**src/include/mts_defines.vh**
```
// Constants for the mode transition sequencer: mode codes, config fields,
// register offsets, status layout and reset values.
// Assumes the including file needs only `define macros, nothing else.
`ifndef MTS_DEFINES_VH
`define MTS_DEFINES_VH

// Device mode codes (4 bits)
`define MTS_MODE_RESET 4'h0
`define MTS_MODE_TEST 4'h1
`define MTS_MODE_SAFE 4'h2
`define MTS_MODE_DEFAULT_RUN_MODE 4'h3
`define MTS_MODE_RUN0 4'h4
`define MTS_MODE_RUN3 4'h7
`define MTS_MODE_HALT 4'h8
`define MTS_MODE_STOP 4'hA
`define MTS_MODE_STANDBY 4'hD

// Mode configuration word fields
`define MTS_CFG_W 9
`define MTS_CFG_FIRC 0
`define MTS_CFG_FXOSC 1
`define MTS_CFG_PLL 2
`define MTS_CFG_MVR 3
`define MTS_CFG_CFL_LO 4
`define MTS_CFG_DFL_LO 6
`define MTS_CFG_PDO 8

// Flash power mode encodings
`define MTS_FLA_PWRDN 2'h1
`define MTS_FLA_LOWPWR 2'h2
`define MTS_FLA_NORMAL 2'h3

// Register byte offsets
`define MTS_REG_CTRL 4'h0
`define MTS_REG_STATUS 4'h4
`define MTS_REG_MODES 4'h8

// Control register
`define MTS_CTRL_EN 0
`define MTS_CTRL_RST 1'h1

// Status register layout
`define MTS_ST_FIRC 0
`define MTS_ST_FXOSC 1
`define MTS_ST_MVR 2
`define MTS_ST_PLL 3
`define MTS_ST_CFL_LO 4
`define MTS_ST_DFL_LO 6
`define MTS_ST_BUSY 8
`define MTS_ST_STEP_LO 12

// Reset values of availability state
`define MTS_RST_FIRC 1'h1
`define MTS_RST_FXOSC 1'h0
`define MTS_RST_MVR 1'h1
`define MTS_RST_PLL 1'h0
`define MTS_RST_FLA 2'h3

// AXI responses
`define MTS_RESP_OKAY 2'h0
`define MTS_RESP_SLVERR 2'h2

`endif

```
**src/design/mts_sequencer.v**
```verilog
// Mode transition sequencer: middle steps of a mode change, from processor
// low-power entry to processor low-power exit, plus an AXI4-Lite slave.
// Assumes partners (core, power control unit, flash, peripheral clock logic)
// run on clk; oscillator and lock indications arrive asynchronously.
//
// Chosen here: the address map and register access over AXI4-Lite.
`include "mts_defines.vh"
`default_nettype none

// Function
// - After peripheral clock disable, a HALT target raises a halt request.
// - After peripheral clock disable, STOP or STANDBY targets raise stop request.
// - Low-power targets gate processor and memory clocks after acknowledge.
// - Processor and memory clocks stay on between software running modes.
// - After core entry, switch on oscillators newly needed; PLL excluded.
// - Wait for each new oscillator's stable flag, then set its availability.
// - Oscillators being switched off keep running through switch-on.
// - Regulator off-to-on: ask power unit, wait stable, set availability.
// - Regulator power-up only leaving HALT/STOP; RC oscillator forced on.
// - Leaving STANDBY the power unit alone powers the regulator.
// - Flash leaving low-power: request wake, state field becomes 11.
// - Flash stays low-power until regulator switch-on completes.
// - Illegal low-power/power-down flash moves are neither blocked nor flagged.
// - After oscillators and regulator, PLL off-to-on: start, wait lock, flag.
// - After regulator, signal mode change to power unit, wait its power-ups.
// - Pad power-down clear: restore pad outputs, switch on pad driver.
// - Peripheral clocks enabled only after regulator switch-on completes.
// - Peripheral clocks in powered domains wait for power unit completion.
// - HALT/STOP to user run: re-enable core clocks after flash switch-on.
// - Low-power to user run: request core exit after the clock step; STANDBY exits keep clocks off.
module mts_sequencer (
	input wire clk,
	input wire rst_n,
	// Start of the middle steps and the mode pair
	input wire seq_start,
	input wire [3:0] cur_mode,
	input wire [3:0] tgt_mode,
	input wire [`MTS_CFG_W-1:0] cur_cfg,
	input wire [`MTS_CFG_W-1:0] tgt_cfg,
	output reg seq_busy,
	output reg seq_done,
	// Processor core
	output reg cpu_halt_req,
	output reg cpu_stop_req,
	input wire cpu_lp_ack,
	output reg cpu_wake_req,
	input wire cpu_wake_ack,
	output reg cpu_clk_en,
	output reg mem_clk_en,
	// Oscillators and PLL
	output reg firc_en,
	output reg fxosc_en,
	input wire firc_stable,
	input wire fxosc_stable,
	output reg pll_start,
	input wire pll_lock,
	// Power control unit
	output reg mvr_pwrup_req,
	input wire mvr_stable,
	output reg pcu_mode_chg,
	input wire pcu_pwrup_done,
	// Flash modules, bit 0 code flash, bit 1 data flash
	output reg [1:0] flash_wake_req,
	input wire [1:0] flash_ready,
	// Pads and peripheral clocks
	output reg pad_restore,
	output reg pad_drv_on,
	output reg periph_en_req,
	input wire periph_en_ack,
	// AXI4-Lite slave
	input wire [3:0] s_axi_awaddr,
	input wire s_axi_awvalid,
	output wire s_axi_awready,
	input wire [31:0] s_axi_wdata,
	input wire [3:0] s_axi_wstrb,
	input wire s_axi_wvalid,
	output wire s_axi_wready,
	output reg [1:0] s_axi_bresp,
	output reg s_axi_bvalid,
	input wire s_axi_bready,
	input wire [3:0] s_axi_araddr,
	input wire s_axi_arvalid,
	output wire s_axi_arready,
	output reg [31:0] s_axi_rdata,
	output reg [1:0] s_axi_rresp,
	output reg s_axi_rvalid,
	input wire s_axi_rready
);

localparam S_IDLE = 4'h0;
localparam S_CPU_ENTRY = 4'h1;
localparam S_CLK_OFF = 4'h2;
localparam S_OSC_ON = 4'h3;
localparam MAIN_REGULATOR_AVAILABLE_ON = 4'h4;
localparam S_FLASH_ON = 4'h5;
localparam S_PLL_ON = 4'h6;
localparam S_PD2_ON = 4'h7;
localparam S_PADS_ON = 4'h8;
localparam S_PERIPH_ON = 4'h9;
localparam S_CLK_ON = 4'hA;
localparam S_CPU_EXIT = 4'hB;

// User run modes RUN0..RUN3
function is_user_run;
	input [3:0] m;
	begin
		is_user_run = (m >= `MTS_MODE_RUN0) && (m <= `MTS_MODE_RUN3);
	end
endfunction

// HALT or STOP, the modes the regulator and core clocks come back from
function is_halt_stop;
	input [3:0] m;
	begin
		is_halt_stop = (m == `MTS_MODE_HALT) || (m == `MTS_MODE_STOP);
	end
endfunction

// Mapped register offsets
function addr_ok;
	input [3:0] a;
	begin
		addr_ok = (a == `MTS_REG_CTRL) || (a == `MTS_REG_STATUS) ||
			(a == `MTS_REG_MODES);
	end
endfunction

reg rst_s1_q;
reg rst_s2_q;
wire rst_i_n;

// Reset release through two flops; assertion stays asynchronous
always @(posedge clk or negedge rst_n) begin
	if (!rst_n) begin
		rst_s1_q <= 1'b0;
		rst_s2_q <= 1'b0;
	end else begin
		rst_s1_q <= 1'b1;
		rst_s2_q <= rst_s1_q;
	end
end
assign rst_i_n = rst_s2_q;

// Four-flop input filters for the analog stable and lock flags
wire [2:0] async_in;
wire [2:0] async_f;
assign async_in = {pll_lock, fxosc_stable, firc_stable};

genvar gi;
generate
	for (gi = 0; gi < 3; gi = gi + 1) begin : g_sync
		reg s1_q;
		reg s2_q;
		reg s3_q;
		reg f_q;
		// Change accepted only once stages two and three agree
		always @(posedge clk or negedge rst_i_n) begin
			if (!rst_i_n) begin
				s1_q <= 1'b0;
				s2_q <= 1'b0;
				s3_q <= 1'b0;
				f_q <= 1'b0;
			end else begin
				s1_q <= async_in[gi];
				s2_q <= s1_q;
				s3_q <= s2_q;
				if (s2_q == s3_q)
					f_q <= s3_q;
			end
		end
		assign async_f[gi] = f_q;
	end
endgenerate

wire firc_ok = async_f[0];
wire fxosc_ok = async_f[1];
wire lock_ok = async_f[2];

reg [3:0] state_q;
reg [3:0] cmode_q;
reg [3:0] tmode_q;
reg [`MTS_CFG_W-1:0] ccfg_q;
reg [`MTS_CFG_W-1:0] tcfg_q;
reg ctrl_en_q;
reg firc_av_q;
reg fxosc_av_q;
reg mvr_av_q;
reg pll_av_q;
reg [1:0] cfl_st_q;
reg [1:0] dfl_st_q;

// Decisions drawn from the latched mode pair
wire tgt_lp = (tmode_q == `MTS_MODE_HALT) || (tmode_q == `MTS_MODE_STOP) ||
	(tmode_q == `MTS_MODE_STANDBY);
wire need_firc = tcfg_q[`MTS_CFG_FIRC] & ~ccfg_q[`MTS_CFG_FIRC];
wire need_fx = tcfg_q[`MTS_CFG_FXOSC] & ~ccfg_q[`MTS_CFG_FXOSC];
wire need_pll = tcfg_q[`MTS_CFG_PLL] & ~ccfg_q[`MTS_CFG_PLL];
wire need_mvr = tcfg_q[`MTS_CFG_MVR] & ~ccfg_q[`MTS_CFG_MVR] &
	is_halt_stop(cmode_q);
wire [1:0] ccfl = ccfg_q[`MTS_CFG_CFL_LO+1:`MTS_CFG_CFL_LO];
wire [1:0] tcfl = tcfg_q[`MTS_CFG_CFL_LO+1:`MTS_CFG_CFL_LO];
wire [1:0] cdfl = ccfg_q[`MTS_CFG_DFL_LO+1:`MTS_CFG_DFL_LO];
wire [1:0] tdfl = tcfg_q[`MTS_CFG_DFL_LO+1:`MTS_CFG_DFL_LO];
// Only a move to normal wakes a flash; other moves pass unchecked
wire [1:0] need_fla = {(cdfl != `MTS_FLA_NORMAL) && (tdfl == `MTS_FLA_NORMAL),
	(ccfl != `MTS_FLA_NORMAL) && (tcfl == `MTS_FLA_NORMAL)};
wire to_run = is_user_run(tmode_q);
wire from_lp = is_halt_stop(cmode_q) || (cmode_q == `MTS_MODE_STANDBY);

// Sequencer; one step at a time in dependency order
always @(posedge clk or negedge rst_i_n) begin
	if (!rst_i_n) begin
		state_q <= S_IDLE;
		cmode_q <= `MTS_MODE_RESET;
		tmode_q <= `MTS_MODE_RESET;
		ccfg_q <= {`MTS_CFG_W{1'b0}};
		tcfg_q <= {`MTS_CFG_W{1'b0}};
		seq_busy <= 1'b0;
		seq_done <= 1'b0;
		cpu_halt_req <= 1'b0;
		cpu_stop_req <= 1'b0;
		cpu_wake_req <= 1'b0;
		cpu_clk_en <= 1'b1;
		mem_clk_en <= 1'b1;
		firc_en <= `MTS_RST_FIRC;
		fxosc_en <= `MTS_RST_FXOSC;
		pll_start <= 1'b0;
		mvr_pwrup_req <= 1'b0;
		pcu_mode_chg <= 1'b0;
		flash_wake_req <= 2'h0;
		pad_restore <= 1'b0;
		pad_drv_on <= 1'b1;
		periph_en_req <= 1'b0;
		firc_av_q <= `MTS_RST_FIRC;
		fxosc_av_q <= `MTS_RST_FXOSC;
		mvr_av_q <= `MTS_RST_MVR;
		pll_av_q <= `MTS_RST_PLL;
		cfl_st_q <= `MTS_RST_FLA;
		dfl_st_q <= `MTS_RST_FLA;
	end else begin
		seq_done <= 1'b0;
		pad_restore <= 1'b0;
		case (state_q)
		S_IDLE: begin
			// Start ignored while software holds the block disabled
			if (seq_start && ctrl_en_q) begin
				cmode_q <= cur_mode;
				tmode_q <= tgt_mode;
				ccfg_q <= cur_cfg;
				tcfg_q <= tgt_cfg;
				seq_busy <= 1'b1;
				state_q <= S_CPU_ENTRY;
			end
		end
		S_CPU_ENTRY: begin
			if (!tgt_lp) begin
				state_q <= S_OSC_ON;
			end else if (cpu_lp_ack && (cpu_halt_req || cpu_stop_req)) begin
				// Ack means core has drained its bus traffic
				cpu_halt_req <= 1'b0;
				cpu_stop_req <= 1'b0;
				state_q <= S_CLK_OFF;
			end else if (tmode_q == `MTS_MODE_HALT) begin
				cpu_halt_req <= 1'b1;
			end else begin
				cpu_stop_req <= 1'b1;
			end
		end
		S_CLK_OFF: begin
			// Only low-power targets reach here; run-mode moves keep clocks
			cpu_clk_en <= 1'b0;
			mem_clk_en <= 1'b0;
			state_q <= S_OSC_ON;
		end
		S_OSC_ON: begin
			// Enables only rise here; sources leaving stay up
			if (need_firc)
				firc_en <= 1'b1;
			if (need_fx)
				fxosc_en <= 1'b1;
			if (need_firc && firc_ok)
				firc_av_q <= 1'b1;
			if (need_fx && fxosc_ok)
				fxosc_av_q <= 1'b1;
			// Later steps wait for every new source to settle
			if ((!need_firc || firc_ok) && (!need_fx || fxosc_ok))
				state_q <= MAIN_REGULATOR_AVAILABLE_ON;
		end
		MAIN_REGULATOR_AVAILABLE_ON: begin
			// STANDBY exits never get here as a regulator step
			if (!need_mvr) begin
				state_q <= S_FLASH_ON;
			end else if (mvr_pwrup_req && mvr_stable) begin
				mvr_pwrup_req <= 1'b0;
				mvr_av_q <= 1'b1;
				state_q <= S_FLASH_ON;
			end else begin
				// Regulator needs the RC oscillator for its status
				firc_en <= 1'b1;
				mvr_pwrup_req <= 1'b1;
			end
		end
		S_FLASH_ON: begin
			// Reached only after the regulator step has closed
			flash_wake_req <= need_fla & ~flash_ready;
			if (need_fla[0] && flash_ready[0])
				cfl_st_q <= `MTS_FLA_NORMAL;
			if (need_fla[1] && flash_ready[1])
				dfl_st_q <= `MTS_FLA_NORMAL;
			if ((need_fla & ~flash_ready) == 2'h0)
				state_q <= S_PLL_ON;
		end
		S_PLL_ON: begin
			// Oscillator and regulator steps are both behind us
			if (!need_pll) begin
				state_q <= S_PD2_ON;
			end else if (pll_start && lock_ok) begin
				pll_start <= 1'b0;
				pll_av_q <= 1'b1;
				state_q <= S_PD2_ON;
			end else begin
				pll_start <= 1'b1;
			end
		end
		S_PD2_ON: begin
			// Power unit decides on domain two; we wait for its word
			if (pcu_mode_chg && pcu_pwrup_done) begin
				pcu_mode_chg <= 1'b0;
				state_q <= S_PADS_ON;
			end else begin
				pcu_mode_chg <= 1'b1;
			end
		end
		S_PADS_ON: begin
			if (!tcfg_q[`MTS_CFG_PDO]) begin
				pad_restore <= 1'b1;
				pad_drv_on <= 1'b1;
			end
			state_q <= S_PERIPH_ON;
		end
		S_PERIPH_ON: begin
			// Domain power-up already confirmed in the previous steps
			if (periph_en_req && periph_en_ack) begin
				periph_en_req <= 1'b0;
				state_q <= S_CLK_ON;
			end else begin
				periph_en_req <= 1'b1;
			end
		end
		S_CLK_ON: begin
			// Flash switch-on lies earlier in the chain
			if (is_halt_stop(cmode_q) && to_run) begin
				cpu_clk_en <= 1'b1;
				mem_clk_en <= 1'b1;
			end
			state_q <= S_CPU_EXIT;
		end
		S_CPU_EXIT: begin
			if (!(from_lp && to_run)) begin
				seq_busy <= 1'b0;
				seq_done <= 1'b1;
				state_q <= S_IDLE;
			end else if (cpu_wake_req && cpu_wake_ack) begin
				cpu_wake_req <= 1'b0;
				seq_busy <= 1'b0;
				seq_done <= 1'b1;
				state_q <= S_IDLE;
			end else begin
				cpu_wake_req <= 1'b1;
			end
		end
		default: begin
			state_q <= S_IDLE;
		end
		endcase
	end
end

// AXI4-Lite slave; address and data may arrive in either order
reg aw_got_q;
reg w_got_q;
reg [3:0] awaddr_q;
reg [31:0] wdata_q;
reg wstrb0_q;

assign s_axi_awready = !aw_got_q && !s_axi_bvalid;
assign s_axi_wready = !w_got_q && !s_axi_bvalid;
assign s_axi_arready = !s_axi_rvalid;

wire [31:0] status_word = {16'h0, state_q, 3'h0, seq_busy, dfl_st_q,
	cfl_st_q, pll_av_q, mvr_av_q, fxosc_av_q, firc_av_q};
wire [31:0] modes_word = {24'h0, tmode_q, cmode_q};

always @(posedge clk or negedge rst_i_n) begin
	if (!rst_i_n) begin
		aw_got_q <= 1'b0;
		w_got_q <= 1'b0;
		awaddr_q <= 4'h0;
		wdata_q <= 32'h0;
		wstrb0_q <= 1'b0;
		ctrl_en_q <= `MTS_CTRL_RST;
		s_axi_bvalid <= 1'b0;
		s_axi_bresp <= `MTS_RESP_OKAY;
	end else begin
		if (s_axi_awvalid && s_axi_awready) begin
			aw_got_q <= 1'b1;
			awaddr_q <= s_axi_awaddr;
		end
		if (s_axi_wvalid && s_axi_wready) begin
			w_got_q <= 1'b1;
			wdata_q <= s_axi_wdata;
			wstrb0_q <= s_axi_wstrb[0];
		end
		// Commit once both halves are held
		if (aw_got_q && w_got_q) begin
			aw_got_q <= 1'b0;
			w_got_q <= 1'b0;
			s_axi_bvalid <= 1'b1;
			if (addr_ok(awaddr_q))
				s_axi_bresp <= `MTS_RESP_OKAY;
			else
				s_axi_bresp <= `MTS_RESP_SLVERR;
			if (awaddr_q == `MTS_REG_CTRL && wstrb0_q)
				ctrl_en_q <= wdata_q[`MTS_CTRL_EN];
		end else if (s_axi_bvalid && s_axi_bready) begin
			s_axi_bvalid <= 1'b0;
		end
	end
end

// Read channel; status is a live snapshot at address acceptance
always @(posedge clk or negedge rst_i_n) begin
	if (!rst_i_n) begin
		s_axi_rvalid <= 1'b0;
		s_axi_rdata <= 32'h0;
		s_axi_rresp <= `MTS_RESP_OKAY;
	end else if (s_axi_arvalid && s_axi_arready) begin
		s_axi_rvalid <= 1'b1;
		s_axi_rresp <= addr_ok(s_axi_araddr) ? `MTS_RESP_OKAY :
			`MTS_RESP_SLVERR;
		case (s_axi_araddr)
		`MTS_REG_CTRL: s_axi_rdata <= {31'h0, ctrl_en_q};
		`MTS_REG_STATUS: s_axi_rdata <= status_word;
		`MTS_REG_MODES: s_axi_rdata <= modes_word;
		default: s_axi_rdata <= 32'h0;
		endcase
	end else if (s_axi_rvalid && s_axi_rready) begin
		s_axi_rvalid <= 1'b0;
	end
end

endmodule
`default_nettype wire

```
**config.mk**
```make
export PLATFORM = sky130hd
export DESIGN_NAME = mts_sequencer
export DESIGN_NICKNAME = d
export VERILOG_FILES = /design/src/design/mts_sequencer.v
export VERILOG_INCLUDE_DIRS = /design/src /design/src/include
export SDC_FILE = /design/constraint.sdc
export NUM_CORES = 1
export LEC_CHECK = 0
export ABC_AREA = 1
export BUFFER_PORTS_ARGS = -buffer_cell sky130_fd_sc_hd__buf_2
export CORE_MARGIN = 10
export CORE_UTILIZATION = 44
export DETAILED_ROUTE_END_ITERATION = 10
export GPL_TIMING_DRIVEN = 0
export PLACE_DENSITY = 0.83
export SLEW_MARGIN = 20
export SYNTH_ARGS = -nofsm -noshare
export SYNTH_HDL_FRONTEND = slang
export SYNTH_SLANG_ARGS = --single-unit
```
**constraint.sdc**
```tcl
create_clock -name clk -period 2.65 [get_ports clk]
set_clock_uncertainty 0.2 [all_clocks]
set_input_delay 0.1325 -clock clk [delete_from_list [all_inputs] [get_ports clk]]
set_output_delay 0.1325 -clock clk [all_outputs]
set_load 0.01 [all_outputs]
```
==> qor_table.md <==
| Group | Result | This run |
|---|---|---|
| run status | Result of the run | complete, no violations |
| yosys | Seq cells post-synth | 85 |
| layout | Commonest non-fill, non-tap cells in the layout | 88 x sky130_fd_sc_hd__nand2_1, 88 x sky130_fd_sc_hd__buf_2, 82 x sky130_fd_sc_hd__dfrtp_1 |
| critical path | Critical Path End Type | register |
| layout | Number of nets in the layout | 647 |
| clocking | Number of buffers inserted to repair setup after CTS | 0 |
| layout | Ratio of cells with drive above 1 in the final layout | 29.48% |
| global route | Remaining global-route overflow | 0 |
| critical path | Required time at the endpoint of the critical path | 2690 ps |
| yosys | Mux contribution to synthesized area | 7.855% |
| die | Top-level port count | 146 |
| yosys | Number of enable-type register cells in the synthesized netlist | 0 |
| clocking | Total number of clock tree sinks | 85 |
| yosys | Fraction of the yosys area taken by sequential cells | 56.41% |
| clocking | Cts bufs inserted | 9 |
| route | Post-route DRC violation count | 0 |
| placement | Cell area reported after detailed placement | 4456 um^2 |
| clocking | Reg clk slew, reported paths | 80 ps |
| yosys | Top flip-flop cell by instance count after synthesis | sky130_fd_sc_hd__dfrtp_1 |
| sta | Number of setup violations in the final report | 0 |
| yosys | Gate Count Post-Synth | 383 |
| route | Number of DRC violations after detailed-routing iteration 0 | 189 |
| clocking | Clock latency on the worst-skew pair | 350 ps |
| power | Pwr dens | 753.3 nW/um^2 |
| yosys | Cell area after technology mapping | 3775 um^2 |
| critical path | Worst EP arrival | 2340 ps |
| worst hold path | Hold Path Depth | 4 |
| yosys | Number of library cell types mapped by synthesis | 35 |
| yosys | Post-Synth Adder-Cell Area | 0.7955% |
| clocking | Post-cts repair resize count | 0 |
| yosys | Mean instance size in the synthesized netlist | 9.856 um^2 |
| layout | Filler instances | 657 |
| die | Die outline height | 112.6 um |
| placement | Weighted congestion reported at the end of routability-driven placement | 0.8784 |
| placement | Half-perimeter wire length after placement | 6.995 mm |
| die | Number of placement rows | 33 |
| global route | Maximum number of pins on one net before global-route repair | 56 |
| sta | Worst path setup slack after routing | 348.2 ps |
| clocking | Number of buffers on the longest clock path | 2 |
| sta | Final Hold Slack | 16.48 ps |
| worst hold path | Critical hold path startpoint | s_axi_araddr[2] |
| die | Starting density of the core | 45.48% |
| sta | Setup repair after global routing missed its margin | false |
| route | Remaining antenna violation count after routing | 0 |
| clocking | Clock tree from TritonCTS | yes |
| power | Peak supply drop | 0.4766 mV |
| sta | Time the final worst path needs with I/O delays and setup | 2302 ps |
| route | Detailed-route vias per instance | 4.672 |
| layout | Cell area after layout | 5211 um^2 |
| route | DR WL/cell | 14.34 um |
| sta | Final Slew Violations | 0 |
| critical path | Crit path launch | aw_got_q$_DFFE_PN0P_ |
| yosys | Async set-reset flop share out of synthesis | 100.0% |
| layout | Layout Area Growth over Synthesis | 38.05% |
| yosys | Combinational family with the most area after synthesis | simple AND/OR/NAND/NOR gates |
| global route | Initial antenna violation count | 0 |
| route | Routed wire length | 9.577 mm |
| critical path | Startpoint type of the worst setup path | register |
| run | Count of max-cap constraint violations | 0 |
| sta | Top achievable clock speed | 434.4 MHz |
| sta | Final Cycle Share | 86.86% |
| sta | Final Hold Vio Count | 0 |
| global route | Global-route wire length before repair | 16.14 mm |
| yosys | Complex-gate fraction of the synthesized area | 6.994% |
| layout | N_diodes | 0 |
| clocking | H-tree levels | 3 |
| placement | Number of buffers added on ports | 87 |
| worst hold path | Worst min-delay path class | input pin to register |
| yosys | Post-Synth XOR/XNOR Area | 0% |
| die | Area enclosed by the die boundary | 12680 um^2 |
| sta | Summed negative setup slack over all endpoints | 0 ps |
| layout | Final Core Density | 62.79% |
| route | Via count | 3121 |
| yosys | Post-Synth Simple-Gate Area | 18.16% |
| yosys | Number of synthesis warnings | 0 |
| global route | Via count of the first global-routing pass | 3374 |
| global route | Overall Global Routing Usage | 15.43% |
| placement | Pre-CTS setup slack | 913.6 ps |
| die | Core outline area | 8299 um^2 |
| power | Static Leakage | 0.002853 uW |
| critical path | Largest fanout on the critical path | 7 |
| route | Length of the first detailed-routing pass in iterations | 4 |
| critical path | Critical R2R Launch | aw_got_q$_DFFE_PN0P_ |
| die | Die Wd | 112.6 um |
| critical path | Worst Reg-to-Reg Cells | 6 |
| clocking | Buffer type at the clock tree root | sky130_fd_sc_hd__clkbuf_8 |
| critical path | CP Class | register to register |
## worst max-delay path, cell delays in order (launching register included)
cell and delay (ps):
sky130_fd_sc_hd__dfrtp_1 420, sky130_fd_sc_hd__nor2_1 140, sky130_fd_sc_hd__nand2_1 170, sky130_fd_sc_hd__nor2_1 120, sky130_fd_sc_hd__dlygate4sd3_1 550, sky130_fd_sc_hd__a21oi_1 40, sky130_fd_sc_hd__dlygate4sd3_1 560
## routing by layer
layer,global-route usage (%),wire length (um),share of wire [%]
met1,18.05,3992,42
met2,25.88,4640,48
met3,5.059,848,8.9
met4,5.415,95,0.99
met5,0,0,0
## cells in the mapped netlist (2+ instances only)
library cell / n / area share [%]
sky130_fd_sc_hd__inv_1: 35 / 3.5
sky130_fd_sc_hd__or2_2: 2 / 0.33
sky130_fd_sc_hd__nand3b_1: 2 / 0.40
sky130_fd_sc_hd__inv_2: 4 / 0.40
sky130_fd_sc_hd__dfstp_2: 2 / 1.4
sky130_fd_sc_hd__mux2_1: 5 / 1.5
sky130_fd_sc_hd__o21ai_0: 14 / 1.9
sky130_fd_sc_hd__nor2_1: 34 / 3.4
sky130_fd_sc_hd__nor2_2: 5 / 0.83
sky130_fd_sc_hd__o31ai_1: 6 / 1.2
sky130_fd_sc_hd__conb_1: 2 / 0.20
sky130_fd_sc_hd__nor3_1: 6 / 0.80
sky130_fd_sc_hd__maj3_1: 3 / 0.80
sky130_fd_sc_hd__nand2_1: 88 / 8.8
sky130_fd_sc_hd__o21a_1: 2 / 0.40
sky130_fd_sc_hd__clkbuf_1: 2 / 0.20
sky130_fd_sc_hd__dfrtp_1: 83 / 55
sky130_fd_sc_hd__nand3_2: 3 / 0.80
sky130_fd_sc_hd__buf_6: 2 / 0.60
sky130_fd_sc_hd__mux2_2: 8 / 2.4
sky130_fd_sc_hd__a21oi_1: 17 / 2.3
sky130_fd_sc_hd__mux2_4: 10 / 4.0
sky130_fd_sc_hd__nand4_1: 3 / 0.50
sky130_fd_sc_hd__buf_4: 24 / 4.8
sky130_fd_sc_hd__nand3_1: 11 / 1.5
## per-stage QoR
stage | total power [uW] | std cells
finish | 3926 | 668
floorplan | 2480 | 405
global placement | 2797 | 597
CTS | 3949 | 668
detailed placement | 2859 | 598
global route | 4182 | 668
## cells by family after synthesis
| family | count (synthesis) |
|---|---|
| simple gates | 157 |
| flops | 85 |
| compound gates | 45 |
| mux | 23 |
| buf+inv | 68 |
| fa+ha+maj | 3 |
| other cells | 2 |
## flip-flops by register name, summed over array words and instances (netlist names), 2 cells and up
name            count
awaddr_q            4
flash_wake_req      2
tcfg_q              9
ccfg_q              8
state_q             4
g_sync.s1_q         3
cmode_q             4
g_sync.s2_q         3
g_sync.s3_q         3
tmode_q             4
s_axi_rdata        13
## power breakdown
part / switching, uW / internal, uW
registers: 203 / 1550
logic: 665 / 540
clock network: 436 / 527
## worst paths after layout
| path | slack, ps | endpoint |
|---|---|---|
| max | 350 | awaddr_q[2]$_DFFE_PN0P_ |
| min | 20 | s_axi_rdata[0]$_DFFE_PN0P_ |
| max reg2reg | 350 | awaddr_q[2]$_DFFE_PN0P_ |
| min reg2reg | 50 | awaddr_q[0]$_DFFE_PN0P_ |
| max in group asynchronous | 1540 | mem_clk_en$_DFFE_PN1P_ |
| min in group asynchronous | 50 | awaddr_q[0]$_DFFE_PN0P_ |
## layout make-up
type	instances	area (um^2)	share of cell area, %
tap	105	131.4	2.521
timing repair buffer	143	1013	19.45
buffer	29	215.2	4.130
sequential	85	2133	40.94
clock inverter	4	73.82	1.417
multi-input combinational	252	1366	26.22
inverter	39	146.4	2.809
clock buffer	11	131.4	2.521
## repair_timing
item                       in CTS  in global routing
hold buffers                   55                  0
hold endpoints to repair       51                  0
setup endpoints to repair       0                  0
No activity file was read; power rests on OpenSTA's default activity.
